[config.mk]
export PLATFORM = sky130hd
export DESIGN_NAME = dma_gate_array
export DESIGN_NICKNAME = d
export VERILOG_FILES = /design/src/dma_gate_pkg.sv /design/src/edge_sync.sv /design/src/dma_gate_array.sv
export SDC_FILE = /design/constraint.sdc
export NUM_CORES = 1
export LEC_CHECK = 0
export BUFFER_PORTS_ARGS = -buffer_cell sky130_fd_sc_hd__buf_2
export CAP_MARGIN = 30
export CORE_MARGIN = 2
export CORE_UTILIZATION = 40
export CTS_CLUSTER_DIAMETER = 150
export CTS_CLUSTER_SIZE = 16
export DETAILED_ROUTE_END_ITERATION = 6
export PLACE_DENSITY = 0.68
export SYNTH_ARGS = -nofsm -noshare
export SYNTH_HDL_FRONTEND = slang
export SYNTH_SLANG_ARGS = --single-unit
[constraint.sdc]
create_clock -name mclk -period 1.7 [get_ports mclk]
set_clock_uncertainty 0.2 [all_clocks]
set_input_delay 0.34 -clock mclk [delete_from_list [all_inputs] [get_ports mclk]]
set_output_delay 0.34 -clock mclk [all_outputs]
set_load 0.05 [all_outputs]
[src/dma_gate_pkg.sv]
package dma_gate_pkg;
  // ==========================================================================
  // clock figures
  localparam int unsigned main_clk_khz = 100000;
  localparam int unsigned ref_clk_khz = 10000;
  localparam int unsigned mcu_clk_khz = 5000;
  localparam int unsigned timing_clk_khz = 1250;
  localparam int unsigned bit_clk_khz = 1000;
  // half periods in mclk cycles, derived from the rates
  localparam int unsigned mcu_half_cyc = main_clk_khz / (2 * mcu_clk_khz);
  localparam int unsigned timing_half_cyc = main_clk_khz / (2 * timing_clk_khz);
  localparam int unsigned bit_half_cyc = main_clk_khz / (2 * bit_clk_khz);
  localparam int unsigned div_w = 8;
  localparam logic [div_w-1:0] div_zero = 8'h00;
  localparam logic [div_w-1:0] div_one = 8'h01;
  // ==========================================================================
  // address field layout
  localparam int unsigned upper_w = 3;
  localparam logic [upper_w-1:0] upper_reset = 3'h0;
  localparam logic [2:0] sel_dma_cycle = 3'h2; // a15 low, a14 high
  localparam logic [2:0] sel_high_load = 3'h7; // a15..a13 all high
  localparam logic [1:0] sel_dma_mask = 2'h1; // a15 low, a14 high, a13 free
  // collision hold-off after receive activity, in timing clock edges
  localparam logic [3:0] quiet_edges = 4'h8;
  localparam logic [3:0] quiet_zero = 4'h0;
  // ==========================================================================
  // transfer modes: auto, direction, read/write, a13
  typedef enum logic [3:0] {
    mode_mcu_to_link, mode_mcu_to_link_ctl, mode_host_to_mcu, mode_mcu_to_host,
    mode_link_to_mcu, mode_link_stat_to_mcu, mode_host_to_link, mode_link_to_host,
    mode_none
  } xfer_mode_t;
endpackage

[src/edge_sync.sv]
`timescale 1ns/1ps
`default_nettype none
// two-stage synchroniser with rise/fall pulses taken from the second stage
module edge_sync
  import dma_gate_pkg::*;
(
  // clock and reset
  input wire logic mclk,
  input wire logic rst_n,
  // raw input and results
  input wire logic async_in,
  output logic level,
  output logic rise,
  output logic fall
);
  logic meta_q;
  logic sync_q;
  logic last_q;

  // ==========================================================================
  // synchroniser; meta_q feeds sync_q only
  always_ff @(posedge mclk or negedge rst_n) begin
    if (!rst_n) begin
      meta_q <= 1'b0;
      sync_q <= 1'b0;
      last_q <= 1'b0;
    end else begin
      meta_q <= async_in;
      sync_q <= meta_q;
      last_q <= sync_q;
    end
  end

  assign level = sync_q;
  assign rise = sync_q & ~last_q;
  assign fall = ~sync_q & last_q;
endmodule
`default_nettype wire

[src/dma_gate_array.sv]
`timescale 1ns/1ps
`default_nettype none
// Overview of operation
// - drive 5 MHz mcu clock; in link data modes, freeze after cycle start until service request.
// - time internal events from returned 1.25 MHz clock, which stops when frozen.
// - drive free 1.25 MHz timing clock to link controller, never frozen.
// - drive 1 MHz bit clock; resync on each receive line transition while line enable is low.
// - receive activity triggers collision avoidance and bit clock resync.
// - request-to-send edge raises line enable, or interrupt if collision.
// - pull shared open-collector interrupt low on collision avoidance.
// - assert active-low chip select on mcu link controller register accesses.
// - sample a15..a13 on strobe fall; 01x starts cycle-active.
// - sampled 111 produces the high-address load pulse.
// - load pulse latches data bits 2..0 as address bits 15..13.
// - host modes add a13 carry to the 3-bit register.
// - non-host modes use a13 to pick register or fifo access.
// - output carry out of the 15..13 addition, active high.
// - active-low reset returns all internal logic to initial state.
// - command strobe produces out-latch clock capturing command vector byte.
// - ready status high while command register can accept a byte.
// - cycle-active marks dma cycle and stays high while mcu frozen.
// - active-low gate puts host-to-transporter latch on mcu bus in cycles.
// - out-latch clock follows strobe or grant when direction low.
// - select source and destination from auto, direction, rw and a13.
// - raise transfer request; on grant issue latch clock or gate.
// - in-latch gate follows grant when direction high.
module dma_gate_array
  import dma_gate_pkg::*;
#(
  parameter int unsigned mcu_half = mcu_half_cyc,
  parameter int unsigned timing_half = timing_half_cyc,
  parameter int unsigned bit_half = bit_half_cyc
) (
  // clock and reset
  input wire logic mclk,
  input wire logic rst_n,
  // microcontroller side
  input wire logic mcu_eclock_return,
  input wire logic mcu_address_strobe,
  input wire logic [2:0] mcu_addr_hi,
  input wire logic [2:0] mcu_data_lo,
  input wire logic auto_mode,
  input wire logic dir_in,
  input wire logic mcu_rw,
  output logic mcu_clock_out,
  output logic irq_o,
  output logic irq_oe,
  // link controller side
  input wire logic tx_service_request,
  input wire logic rx_service_request,
  input wire logic link_rts,
  input wire logic serial_rx,
  output logic link_timing_clock,
  output logic serial_bit_clock,
  output logic line_driver_enable,
  output logic link_cs_n,
  // address outputs
  output logic cycle_active_latch,
  output logic high_addr_load,
  output logic [upper_w-1:0] dma_addr_upper,
  output logic upper_addr_carry_out,
  output logic [3:0] xfer_mode,
  // host side
  input wire logic host_strobe_n,
  input wire logic host_transfer_grant_n,
  output logic command_ready,
  output logic host_transfer_request,
  output logic host_out_latch_clock_n,
  output logic host_out_latch_gate_n,
  output logic host_in_latch_gate_n
);
  // ==========================================================================
  // synchronised inputs
  logic ecl_rise, as_fall, rts_rise, rx_rise, rx_fall, rts_lvl;
  logic tx_service_request_lvl, rx_service_request_lvl, strb_fall, strb_on, grant_lvl;
  logic [8:0] pin_meta_q, pin_q;
  logic [2:0] ahi_q, data_s;
  logic auto_s, dir_s, rw_s;

  // returned clock edges time internal events
  edge_sync u_ecl (.mclk(mclk), .rst_n(rst_n), .async_in(mcu_eclock_return),
    .level(), .rise(ecl_rise), .fall());
  edge_sync u_as (.mclk(mclk), .rst_n(rst_n), .async_in(mcu_address_strobe),
    .level(), .rise(), .fall(as_fall));
  edge_sync u_rts (.mclk(mclk), .rst_n(rst_n), .async_in(link_rts),
    .level(rts_lvl), .rise(rts_rise), .fall());
  edge_sync u_rx (.mclk(mclk), .rst_n(rst_n), .async_in(serial_rx),
    .level(), .rise(rx_rise), .fall(rx_fall));
  // service requests are active high levels from the link controller
  edge_sync u_tx_service_request (.mclk(mclk), .rst_n(rst_n), .async_in(tx_service_request),
    .level(tx_service_request_lvl), .rise(), .fall());
  edge_sync u_rx_service_request (.mclk(mclk), .rst_n(rst_n), .async_in(rx_service_request),
    .level(rx_service_request_lvl), .rise(), .fall());
  // strobe inverted on the way in, so the flops' reset level means idle, not asserted
  edge_sync u_strb (.mclk(mclk), .rst_n(rst_n), .async_in(~host_strobe_n),
    .level(strb_on), .rise(strb_fall), .fall());
  edge_sync u_gnt (.mclk(mclk), .rst_n(rst_n), .async_in(~host_transfer_grant_n),
    .level(grant_lvl), .rise(), .fall());

  // address, data and mode pins share one two-stage path, so they stay aligned with the strobe
  always_ff @(posedge mclk or negedge rst_n) begin
    if (!rst_n) begin
      pin_meta_q <= 9'h000;
      pin_q <= 9'h000;
    end else begin
      pin_meta_q <= {auto_mode, dir_in, mcu_rw, mcu_data_lo, mcu_addr_hi};
      pin_q <= pin_meta_q;
    end
  end
  assign {auto_s, dir_s, rw_s, data_s, ahi_q} = pin_q;

  // ==========================================================================
  // clock dividers from mclk (reference stands in for the 10 MHz input)
  // the main clock rate fixes the divider ratios
  logic [div_w-1:0] mdiv_q, tdiv_q, bdiv_q;
  logic mclk_o_q, tclk_q, bclk_q, frozen_q;
  logic [div_w-1:0] mcu_lim, tim_lim, bit_lim;
  logic bit_resync;
  assign mcu_lim = div_w'(mcu_half - 1);
  assign tim_lim = div_w'(timing_half - 1);
  assign bit_lim = div_w'(bit_half - 1);
  assign bit_resync = rx_rise | rx_fall;

  // mcu clock stops in its low phase while frozen
  always_ff @(posedge mclk or negedge rst_n) begin
    if (!rst_n) begin
      mdiv_q <= div_zero;
      mclk_o_q <= 1'b0;
    end else if (frozen_q && !mclk_o_q) begin
      mdiv_q <= div_zero;
    end else if (mdiv_q == mcu_lim) begin
      mdiv_q <= div_zero;
      mclk_o_q <= ~mclk_o_q;
    end else begin
      mdiv_q <= mdiv_q + div_one;
    end
  end

  // timing clock never looks at the freeze
  always_ff @(posedge mclk or negedge rst_n) begin
    if (!rst_n) begin
      tdiv_q <= div_zero;
      tclk_q <= 1'b0;
    end else if (tdiv_q == tim_lim) begin
      tdiv_q <= div_zero;
      tclk_q <= ~tclk_q;
    end else begin
      tdiv_q <= tdiv_q + div_one;
    end
  end

  // free running, restarted mid-bit on every receive line transition while the line driver is off
  always_ff @(posedge mclk or negedge rst_n) begin
    if (!rst_n) begin
      bdiv_q <= div_zero;
      bclk_q <= 1'b0;
    end else if (bit_resync && !line_driver_enable) begin
      bdiv_q <= div_zero;
      bclk_q <= 1'b0;
    end else if (bdiv_q == bit_lim) begin
      bdiv_q <= div_zero;
      bclk_q <= ~bclk_q;
    end else begin
      bdiv_q <= bdiv_q + div_one;
    end
  end

  assign mcu_clock_out = mclk_o_q;
  assign link_timing_clock = tclk_q;
  assign serial_bit_clock = bclk_q;

  // ==========================================================================
  // address strobe decode
  logic dma_hit, hi_hit;
  assign dma_hit = as_fall && (ahi_q[2:1] == sel_dma_mask);
  assign hi_hit = as_fall && (ahi_q == sel_high_load);

  // mode selection from auto, direction, rw, a13
  function automatic xfer_mode_t decode_mode(input logic au, input logic io,
                                              input logic rw, input logic a13);
    xfer_mode_t m;
    m = mode_none;
    if (!au && !io && !rw) m = a13 ? mode_mcu_to_link_ctl : mode_mcu_to_link;
    else if (!au && !io && rw) m = mode_host_to_mcu;
    else if (!au && io && !rw) m = mode_mcu_to_host;
    else if (!au && io && rw) m = a13 ? mode_link_stat_to_mcu : mode_link_to_mcu;
    else if (au && !io && rw) m = mode_host_to_link;
    else if (au && io && rw) m = mode_link_to_host;
    return m;
  endfunction

  xfer_mode_t mode_q, mode_now;
  logic a13_q;
  assign mode_now = decode_mode(auto_s, dir_s, rw_s, ahi_q[0]);

  logic host_mode, link_data_mode, link_reg_mode;
  assign host_mode = (mode_q == mode_host_to_mcu) || (mode_q == mode_mcu_to_host) ||
                     (mode_q == mode_host_to_link) || (mode_q == mode_link_to_host);
  // a13 picks control/status registers over data fifos
  assign link_reg_mode = (mode_q == mode_mcu_to_link_ctl) ||
                         (mode_q == mode_link_stat_to_mcu);
  assign link_data_mode = (mode_q == mode_mcu_to_link) || (mode_q == mode_link_to_mcu) ||
                          (mode_q == mode_host_to_link) || (mode_q == mode_link_to_host);

  // ==========================================================================
  // cycle state machine
  typedef enum logic [1:0] {st_idle, st_arm, st_frozen, st_finish} cyc_state_t;
  cyc_state_t st_q, st_d;
  logic service;
  assign service = tx_service_request_lvl | rx_service_request_lvl;

  // freeze only when link data is serialised; else run straight to finish
  always_comb begin
    st_d = st_q;
    case (st_q)
      st_idle: if (dma_hit) st_d = st_arm;
      st_arm: if (ecl_rise) st_d = link_data_mode ? st_frozen : st_finish;
      st_frozen: if (service) st_d = st_finish;
      st_finish: if (ecl_rise) st_d = st_idle;
      default: st_d = st_idle;
    endcase
  end

  // every state element resets: st_q to st_idle, a13_q to 0, mode_q to mode_none
  always_ff @(posedge mclk or negedge rst_n) begin
    if (!rst_n) begin
      st_q <= st_idle;
      mode_q <= mode_none;
      a13_q <= 1'b0;
    end else begin
      st_q <= st_d;
      if (dma_hit) begin
        mode_q <= mode_now;
        a13_q <= ahi_q[0];
      end
    end
  end

  // cycle-active raised by the strobe decode
  // dropped at the returned clock rise after restart
  assign cycle_active_latch = (st_q != st_idle);
  always_ff @(posedge mclk or negedge rst_n) begin
    if (!rst_n) frozen_q <= 1'b0;
    else frozen_q <= (st_d == st_frozen);
  end
  assign xfer_mode = 4'(mode_q);

  // ==========================================================================
  // upper address register and adder
  logic [upper_w-1:0] upper_q;
  logic hl_q;
  logic [upper_w:0] upper_sum;
  // data bits 2..0 become address bits 15..13
  always_ff @(posedge mclk or negedge rst_n) begin
    if (!rst_n) begin
      upper_q <= upper_reset;
      hl_q <= 1'b0;
    end else begin
      hl_q <= hi_hit;
      if (hi_hit) upper_q <= data_s;
    end
  end
  assign high_addr_load = hl_q;
  // carry from the low 13 bits added in host modes
  // carry out of the 3-bit addition
  assign upper_sum = {1'b0, upper_q} + {{upper_w{1'b0}}, (host_mode & a13_q)};
  assign dma_addr_upper = upper_sum[upper_w-1:0];
  assign upper_addr_carry_out = upper_sum[upper_w];

  // chip select while mcu touches link controller registers or fifos
  assign link_cs_n = ~(cycle_active_latch & (link_reg_mode | link_data_mode));

  // ==========================================================================
  // collision avoidance and transmit enable
  logic [3:0] quiet_q;
  logic txen_q, irq_q, busy;
  assign busy = (quiet_q != quiet_zero);
  // receive activity re-arms the quiet window
  always_ff @(posedge mclk or negedge rst_n) begin
    if (!rst_n) quiet_q <= quiet_zero;
    else if (bit_resync) quiet_q <= quiet_edges;
    else if (tclk_q && tdiv_q == div_zero && busy) quiet_q <= quiet_q - 4'h1;
  end
  // rts edge chooses enable or interrupt
  always_ff @(posedge mclk or negedge rst_n) begin
    if (!rst_n) begin
      txen_q <= 1'b0;
      irq_q <= 1'b0;
    end else if (rts_rise) begin
      txen_q <= ~busy;
      irq_q <= busy;
    end else if (!rts_lvl) begin
      txen_q <= 1'b0;
      irq_q <= 1'b0;
    end
  end
  assign line_driver_enable = txen_q;
  assign irq_o = 1'b0;
  assign irq_oe = irq_q;

  // ==========================================================================
  // host handshakes
  logic cmd_full_q, req_q;
  // ready drops until the mcu gates it out
  always_ff @(posedge mclk or negedge rst_n) begin
    if (!rst_n) cmd_full_q <= 1'b0;
    else if (strb_fall) cmd_full_q <= 1'b1;
    else if (st_q == st_finish && mode_q == mode_host_to_mcu) cmd_full_q <= 1'b0;
  end
  assign command_ready = ~cmd_full_q;

  // request held until the grant arrives
  always_ff @(posedge mclk or negedge rst_n) begin
    if (!rst_n) req_q <= 1'b0;
    else if (dma_hit && (mode_now == mode_host_to_mcu || mode_now == mode_mcu_to_host ||
             mode_now == mode_host_to_link || mode_now == mode_link_to_host))
      req_q <= 1'b1;
    else if (grant_lvl) req_q <= 1'b0;
  end
  assign host_transfer_request = req_q;

  // out-latch clock follows strobe or grant with direction low
  assign host_out_latch_clock_n = ~(~dir_s & (strb_on | (grant_lvl & host_mode)));
  // in-latch gate follows grant with direction high
  assign host_in_latch_gate_n = ~(dir_s & grant_lvl & host_mode);
  // out-latch contents onto mcu bus during cycles
  assign host_out_latch_gate_n = ~(cycle_active_latch & (mode_q == mode_host_to_mcu));

  // ==========================================================================
  // checks
  // hit starts cycle
  a_cycle_start: assert property (@(posedge mclk) disable iff (!rst_n)
    (st_q == st_idle && dma_hit) |=> cycle_active_latch) else $error("no cycle start");
  a_freeze_hold: assert property (@(posedge mclk) disable iff (!rst_n)
    frozen_q |-> cycle_active_latch) else $error("frozen without cycle");
  a_freeze_stop: assert property (@(posedge mclk) disable iff (!rst_n)
    (frozen_q && $past(frozen_q) && !mclk_o_q) |=> !mclk_o_q) else $error("clock ran");
  a_load_data: assert property (@(posedge mclk) disable iff (!rst_n)
    hi_hit |=> (upper_q == $past(data_s)) && high_addr_load) else $error("bad load");
  a_carry_sum: assert property (@(posedge mclk) disable iff (!rst_n)
    (host_mode && a13_q && upper_q == 3'h7) |-> upper_addr_carry_out) else $error("carry");
  a_rts_choice: assert property (@(posedge mclk) disable iff (!rst_n)
    (rts_rise && !busy) |=> line_driver_enable && !irq_oe) else $error("no enable");
  a_collide_irq: assert property (@(posedge mclk) disable iff (!rst_n)
    (rts_rise && busy) |=> irq_oe && !line_driver_enable) else $error("no irq");
  a_cmd_ready: assert property (@(posedge mclk) disable iff (!rst_n)
    strb_fall |=> !command_ready) else $error("ready stayed high");
  a_timing_free: assert property (@(posedge mclk) disable iff (!rst_n)
    (tdiv_q == tim_lim) |=> (link_timing_clock != $past(link_timing_clock)))
    else $error("timing clock stalled");
  c_dma_cycle: cover property (@(posedge mclk) disable iff (!rst_n) frozen_q ##1 !frozen_q);
  c_high_load: cover property (@(posedge mclk) disable iff (!rst_n) high_addr_load);
  c_collision: cover property (@(posedge mclk) disable iff (!rst_n) irq_oe);
  c_host_grant: cover property (@(posedge mclk) disable iff (!rst_n) req_q ##1 grant_lvl);
endmodule
`default_nettype wire

==> metrics.txt, run 1 <==
met3 Track Usage GR 0.0465; mux cell area share after synthesis 0.0138; Syn Area/Cell around 12 um^2; row cnt 32; Detailed Route Iter0 Violations 24; Max clock buf depth 2; Critical Path Fanout Max 2; initial antenna violation count 0; Synth Area in Adders 0.0346; Synth Instances ~260; Hold WC Path Type register to register; worst path required time 1.16 ns; Net Count, Synth 289; largest net degree at the start of global routing 35; number of global-route vias before repair 2,141; fin crit period 2.24 ns; post-synthesis compound-gate area fraction 0.0458; Yosys top cell by area dfrtp_1; status finished, violations left; most crowded layer after global routing met2; Post-Synth XOR/XNOR Area 0.0673; most used cell, CP ha_4; PwrDens around 1200 nW/um^2; Peak VDD IR 0.548 mV; slowest stage delay, CP roughly 0.54 ns; violated checks setup timing; Synth async-reset ratio 1.00; final WL ~5.6 mm; met1 Use GR 0.195; grt total ovfl 0; top post-synthesis cells by area dfrtp_1 (65%), xnor2_1 (3.5%), ha_1 (3.5%), nor2_1 (3.3%), xor2_1 (3.2%); crit start category register; Clk pin slew, worst setup/hold paths 0.09 ns; clk sink count 86; critical path class register to primary output; final setup violation count 11; initial core utilization 0.417; RePlAce Congestion approximately 0.75; Post-Syn Area about 3300 um^2; post-synth top area share 0.654; final worst slack -0.541 ns; final instance area approximately 4400 um^2; Via density 4.68; die width around 94 um; CTS Buf Count 9; diode count 0; CORE AREA about 7800 um^2; Max Clk Rate roughly 0.45 GHz; io pins approximately 40; Clock Latency Late Sink between 0.3 and 0.4 ns; Final Power around 5200 uW; H-tree depth 3; placed cell count 420; RSZ-0062 raised after global routing yes; Tcrit/Tclk final 1.32; DP HPWL between 3 and 4 mm; critical-path cell list nor2b_2 -> and2_4 -> ha_4 -> ha_4 -> xor2_4 -> buf_6; simple-gate share of the synthesized area 0.156; port bufs 39; via count 2,161; Max-Cap Viols 0; sequential fraction of the synthesis area 0.662; worst hold slack roughly 0.15 ns; Lkg Pwr just over 0.002 uW; WL per Instance around 12 um; ANT nets after route 0; Crit. End Element primary output; fraction of final layout cells sized beyond drive strength 1 0.347; # fillers between 600 and 700; synth warn 0; Finished Layout Cells between 400 and 500; routing usage on met2 0.222; nets@finish ~380; area post-placement between 3000 and 4000 um^2; first-pass GRT wire length 9.93 mm; die area 8870 um^2; Hold Fails Final Rpt 0; Unique masters post-synth 43; count leader, synth dfrtp_1; Post-route DRC 0; Initial DRT Pass Iterations 4; Final Max Tran Viols 0; largest family of logic cells by synthesized area simple AND/OR/NAND/NOR gates; Post-synth EDFFs 0; Slowest cell on crit path dfstp_2; WP data arrival ~1.7 ns; Final Util 0.567; #FFs+latches synth 86; area grow syn2layout 36.0%; All-Layer GR Usage 0.146; clock root buffer clkbuf_8; CTS tree built; Main synth FF type dfrtp_1; Chip Height between 90 and 100 um; top cells by instance count after synthesis dfrtp_1 (85), nor2_1 (29), nand2_1 (15)
path summary, 6_finish.rpt:
| check | from | endpoint | slack, ns | depth (start not counted) |
|---|---|---|---|---|
| hold / removal | u_strb.meta_q | u_strb.level | 0.15 | 0 |
| min in group asynchronous | rst_n | u_rts.last_q | 0.16 | 2 |
| max in group asynchronous | rst_n | xfer_mode[3] | 0.64 | 3 |
| setup reg to reg | quiet_q[1] | quiet_q[1] | -0.02 | 7 |
| hold reg to reg | u_strb.meta_q | u_strb.level | 0.15 | 0 |
| setup / recovery | xfer_mode[3] | dma_addr_upper[2] | -0.54 | 6 |
worst max-delay path, delay by kind of cell (launching register included):
kind          cells  cell delay [ns]
xor+xnor          1             0.14
fa+ha+maj         2             0.33
buf+inv           1             0.16
flops             1             0.54
simple gates      2             0.18
power by group:
part | internal (uW) | switching [uW]
clock network | 569 | 770
registers | 2270 | 181
logic | 647 | 789
total | 3490 | 1740
sequential cells by signal (all words and copies together) (netlist names), 2 cells and up:
register and flops:
pin_meta_q 9, st_q 2, xfer_mode 4, pin_q 9, quiet_q 4, mdiv_q 8
upper_q 3, bdiv_q 8, tdiv_q 8
metrics by stage:
stage	setup WS (ns)	TNS [ns]
final	-0.541	-2.82
after CTS	-0.569	-3.02
after global routing	-0.612	-4.24
after global placement	-0.234	-0.579
after floorplan	-0.440	-1.16
after detailed placement	-0.258	-0.754
placed cells by master (no fill, tap or decap), types with 2 or more instances in the layout:
master / n
dfrtp_1: 82
buf_4: 28
nor2_1: 27
buf_2: 26
dlygate4sd3_1: 18
nand2_1: 13
xnor2_1: 12
o21ai_0: 12
nand3_1: 11
xor2_1: 11
inv_1: 10
clkbuf_8: 9
buf_8: 7
nor3_1: 6
nor2b_1: 4
mux2_2: 4
ha_1: 4
inv_6: 4
buf_6: 4
inv_2: 3
and3_1: 3
ha_4: 3
dfrtp_2: 3
or3_1: 2
nand3b_1: 2
a21oi_1: 2
nand4_1: 2
or2_4: 2
nand3_2: 2
o22ai_1: 2
ha_2: 2
inv_8: 2
clkbuf_4: 2
layer usage:
metal | share of wire | vias up
met2 | 0.49 | 41
met4 | 0.013 | 0
met5 | 0 | -
met3 | 0.035 | 7
met1 | 0.46 | 1053
li1 | - | 1060
area by class of cell:
cell class / instances / area, um^2 / area share
flip-flops and latches: 86 / 2160 / 0.488
multi-input cells: 159 / 1200 / 0.271
repair buffers: 86 / 706 / 0.160
well taps: 102 / 128 / 0.0288
clock buffers: 9 / 124 / 0.0280
clock inverters: 7 / 62.6 / 0.0141
inverters: 13 / 48.8 / 0.0110
cells by family (layout without fill, tap and decap cells):
family / Yosys count / after routing
adder cells (fa/ha/maj): 9 / 9
multiplexers: 4 / 4
XOR/XNOR: 25 / 25
buffers and inverters: 16 / 115
AO/OA/AOI/OAI: 25 / 25
AND/OR/NAND/NOR: 95 / 95
other: 1 / 1
flip-flops: 86 / 86
repair_timing:
item	4_1_cts	5_1_grt
pin swaps	5	11
endpoints found under the hold margin	102	0
setup buffers	2	8
gates resized for setup	39	17
hold buffers	18	0
endpoints found under the setup margin	20	25
No activity file was read; power rests on OpenSTA's default activity.
==> inputs of run 2 (changes only) <==
Settings changed: CORE_MARGIN 2 to 1.5.
==> metrics.txt, run 2 (same netlist as run 1, synthesis figures left out) <==
H-tree depth 3; crit start category register; ANT nets after route 0; Register-to-Register Path Depth 6; Max-Cap Viols 0; Post-route DRC 0; row cnt 32; Clk pin slew, worst setup/hold paths approximately 0.07 ns; initial core utilization 0.417; area grow syn2layout 36.5%; Chip Height 93.2 um; die area 8680 um^2; Detailed Route Iter0 Violations 50; io pins about 40; status finished, violations left; DP HPWL 3.86 mm; violated checks setup timing; die width about 93 um; crit path to dma_addr_upper[2]; R2R Setup Slk around 0.020 ns; RePlAce Congestion just under 0.8; Clock Latency Late Sink between 0.3 and 0.4 ns; nets@finish between 300 and 400; most frequent cells in the layout dfrtp_1 (82), nor2_1 (28), buf_2 (27), buf_4 (26), dlygate4sd3_1 (18); Critical Path Fanout Max 2; Crit. End Element primary output; most used cell, CP ha_4; Tcrit/Tclk final 1.31; PwrDens 1260 nW/um^2; diode count 0; RR Startpoint bdiv_q[1]; Slowest cell on crit path dfstp_2; WL per Instance between 10 and 15 um; first-pass GRT wire length between 9 and 10 mm; final worst slack -0.522 ns; final setup violation count 10; CTS Buf Count 9; number of global-route vias before repair ~2,100; port bufs 39; final WL roughly 5.7 mm; Via density 4.66; Peak VDD IR a little over 0.6 mV; via count between 2,000 and 2,500; All-Layer GR Usage 0.146; CORE AREA 7810 um^2; Final Max Tran Viols 0; RSZ-0062 raised after global routing yes; grt total ovfl 0; clk sink count between 80 and 90; area post-placement 3810 um^2; largest net degree at the start of global routing 46; Lkg Pwr a little over 0.002 uW; Final Power 5610 uW; worst flop-to-flop path endpoint serial_bit_clock; Max Clk Rate 0.450 GHz; post-route setup TNS -2.60 ns; worst path required time 1.16 ns; clock root buffer clkbuf_8; Final Util 0.569; Top Registers pin_meta_q (9), pin_q (9); initial antenna violation count 0; Hold WC Path Type register to register; fin crit period 2.22 ns; most common cell after layout, fill and taps aside dfrtp_1; critical-path cell list nor2b_2 -> and2_4 -> ha_4 -> ha_4 -> xor2_4 -> buf_6; Initial DRT Pass Iterations 4; CTS tree built; slowest stage delay, CP 0.54 ns; critical path class register to primary output; final instance area about 4400 um^2; fraction of final layout cells sized beyond drive strength 1 0.318; WP data arrival approximately 1.7 ns; CP Launch Point xfer_mode[3]; Hold Fails Final Rpt 0; Max clock buf depth 2
run 2: routing by layer:
metal	vias to the layer above	share of wire	global-route usage
met5	-	0	0
met1	1033	0.47	0.181
met4	0	0.015	0.0518
li1	1053	-	-
met2	47	0.47	0.232
met3	10	0.048	0.0593
run 2: worst min path at each step:
stage / start / end / slack, ns / cells past startpoint
global placement: rst_n / u_rts.meta_q / 0.03 / 1
floorplan: rst_n / a13_q / -0.16 / 0
CTS: u_strb.meta_q / u_strb.level / 0.15 / 0
global route: u_strb.meta_q / u_strb.level / 0.15 / 0
detailed placement: rst_n / irq_oe / 0.03 / 1
finish: u_strb.meta_q / u_strb.level / 0.15 / 0
run 2: area by class of cell:
| class | count | area (um^2) |
|---|---|---|
| sequential | 86 | 2160 |
| fill | 635 | 3370 |
| inverter | 13 | 48.8 |
| multi-input combinational | 159 | 1170 |
| timing repair buffer | 84 | 697 |
| clock inverter | 5 | 106 |
| tap | 102 | 128 |
| clock buffer | 11 | 131 |
run 2: report_power, final:
group          leakage (uW)  internal [uW]  switching [uW]
Combinational      0.000870            683             799
Clock              0.000114            983             700
Sequential          0.00105           2270             172
run 2: stage by stage:
stage	worst slack (ns)	hold slack [ns]	std cells
floorplan	-0.440	-0.156	261
global placement	-0.235	0.0318	419
detailed placement	-0.250	0.0328	419
CTS	-0.548	0.148	453
global route	-0.573	0.149	460
finish	-0.522	0.151	460
run 2: critical path, delay by kind of cell (launching register included):
family	cells	cell delay (ns)
fa+ha+maj	2	0.32
xor+xnor	1	0.14
simple gates	2	0.18
flops	1	0.54
buf+inv	1	0.16
run 2: timing repair:
item,4_1_cts,5_1_grt
gates resized for setup,33,9
setup buffers,0,7
hold buffers,18,0
pin swaps,5,15
endpoints found under the hold margin,102,0
endpoints found under the setup margin,20,29
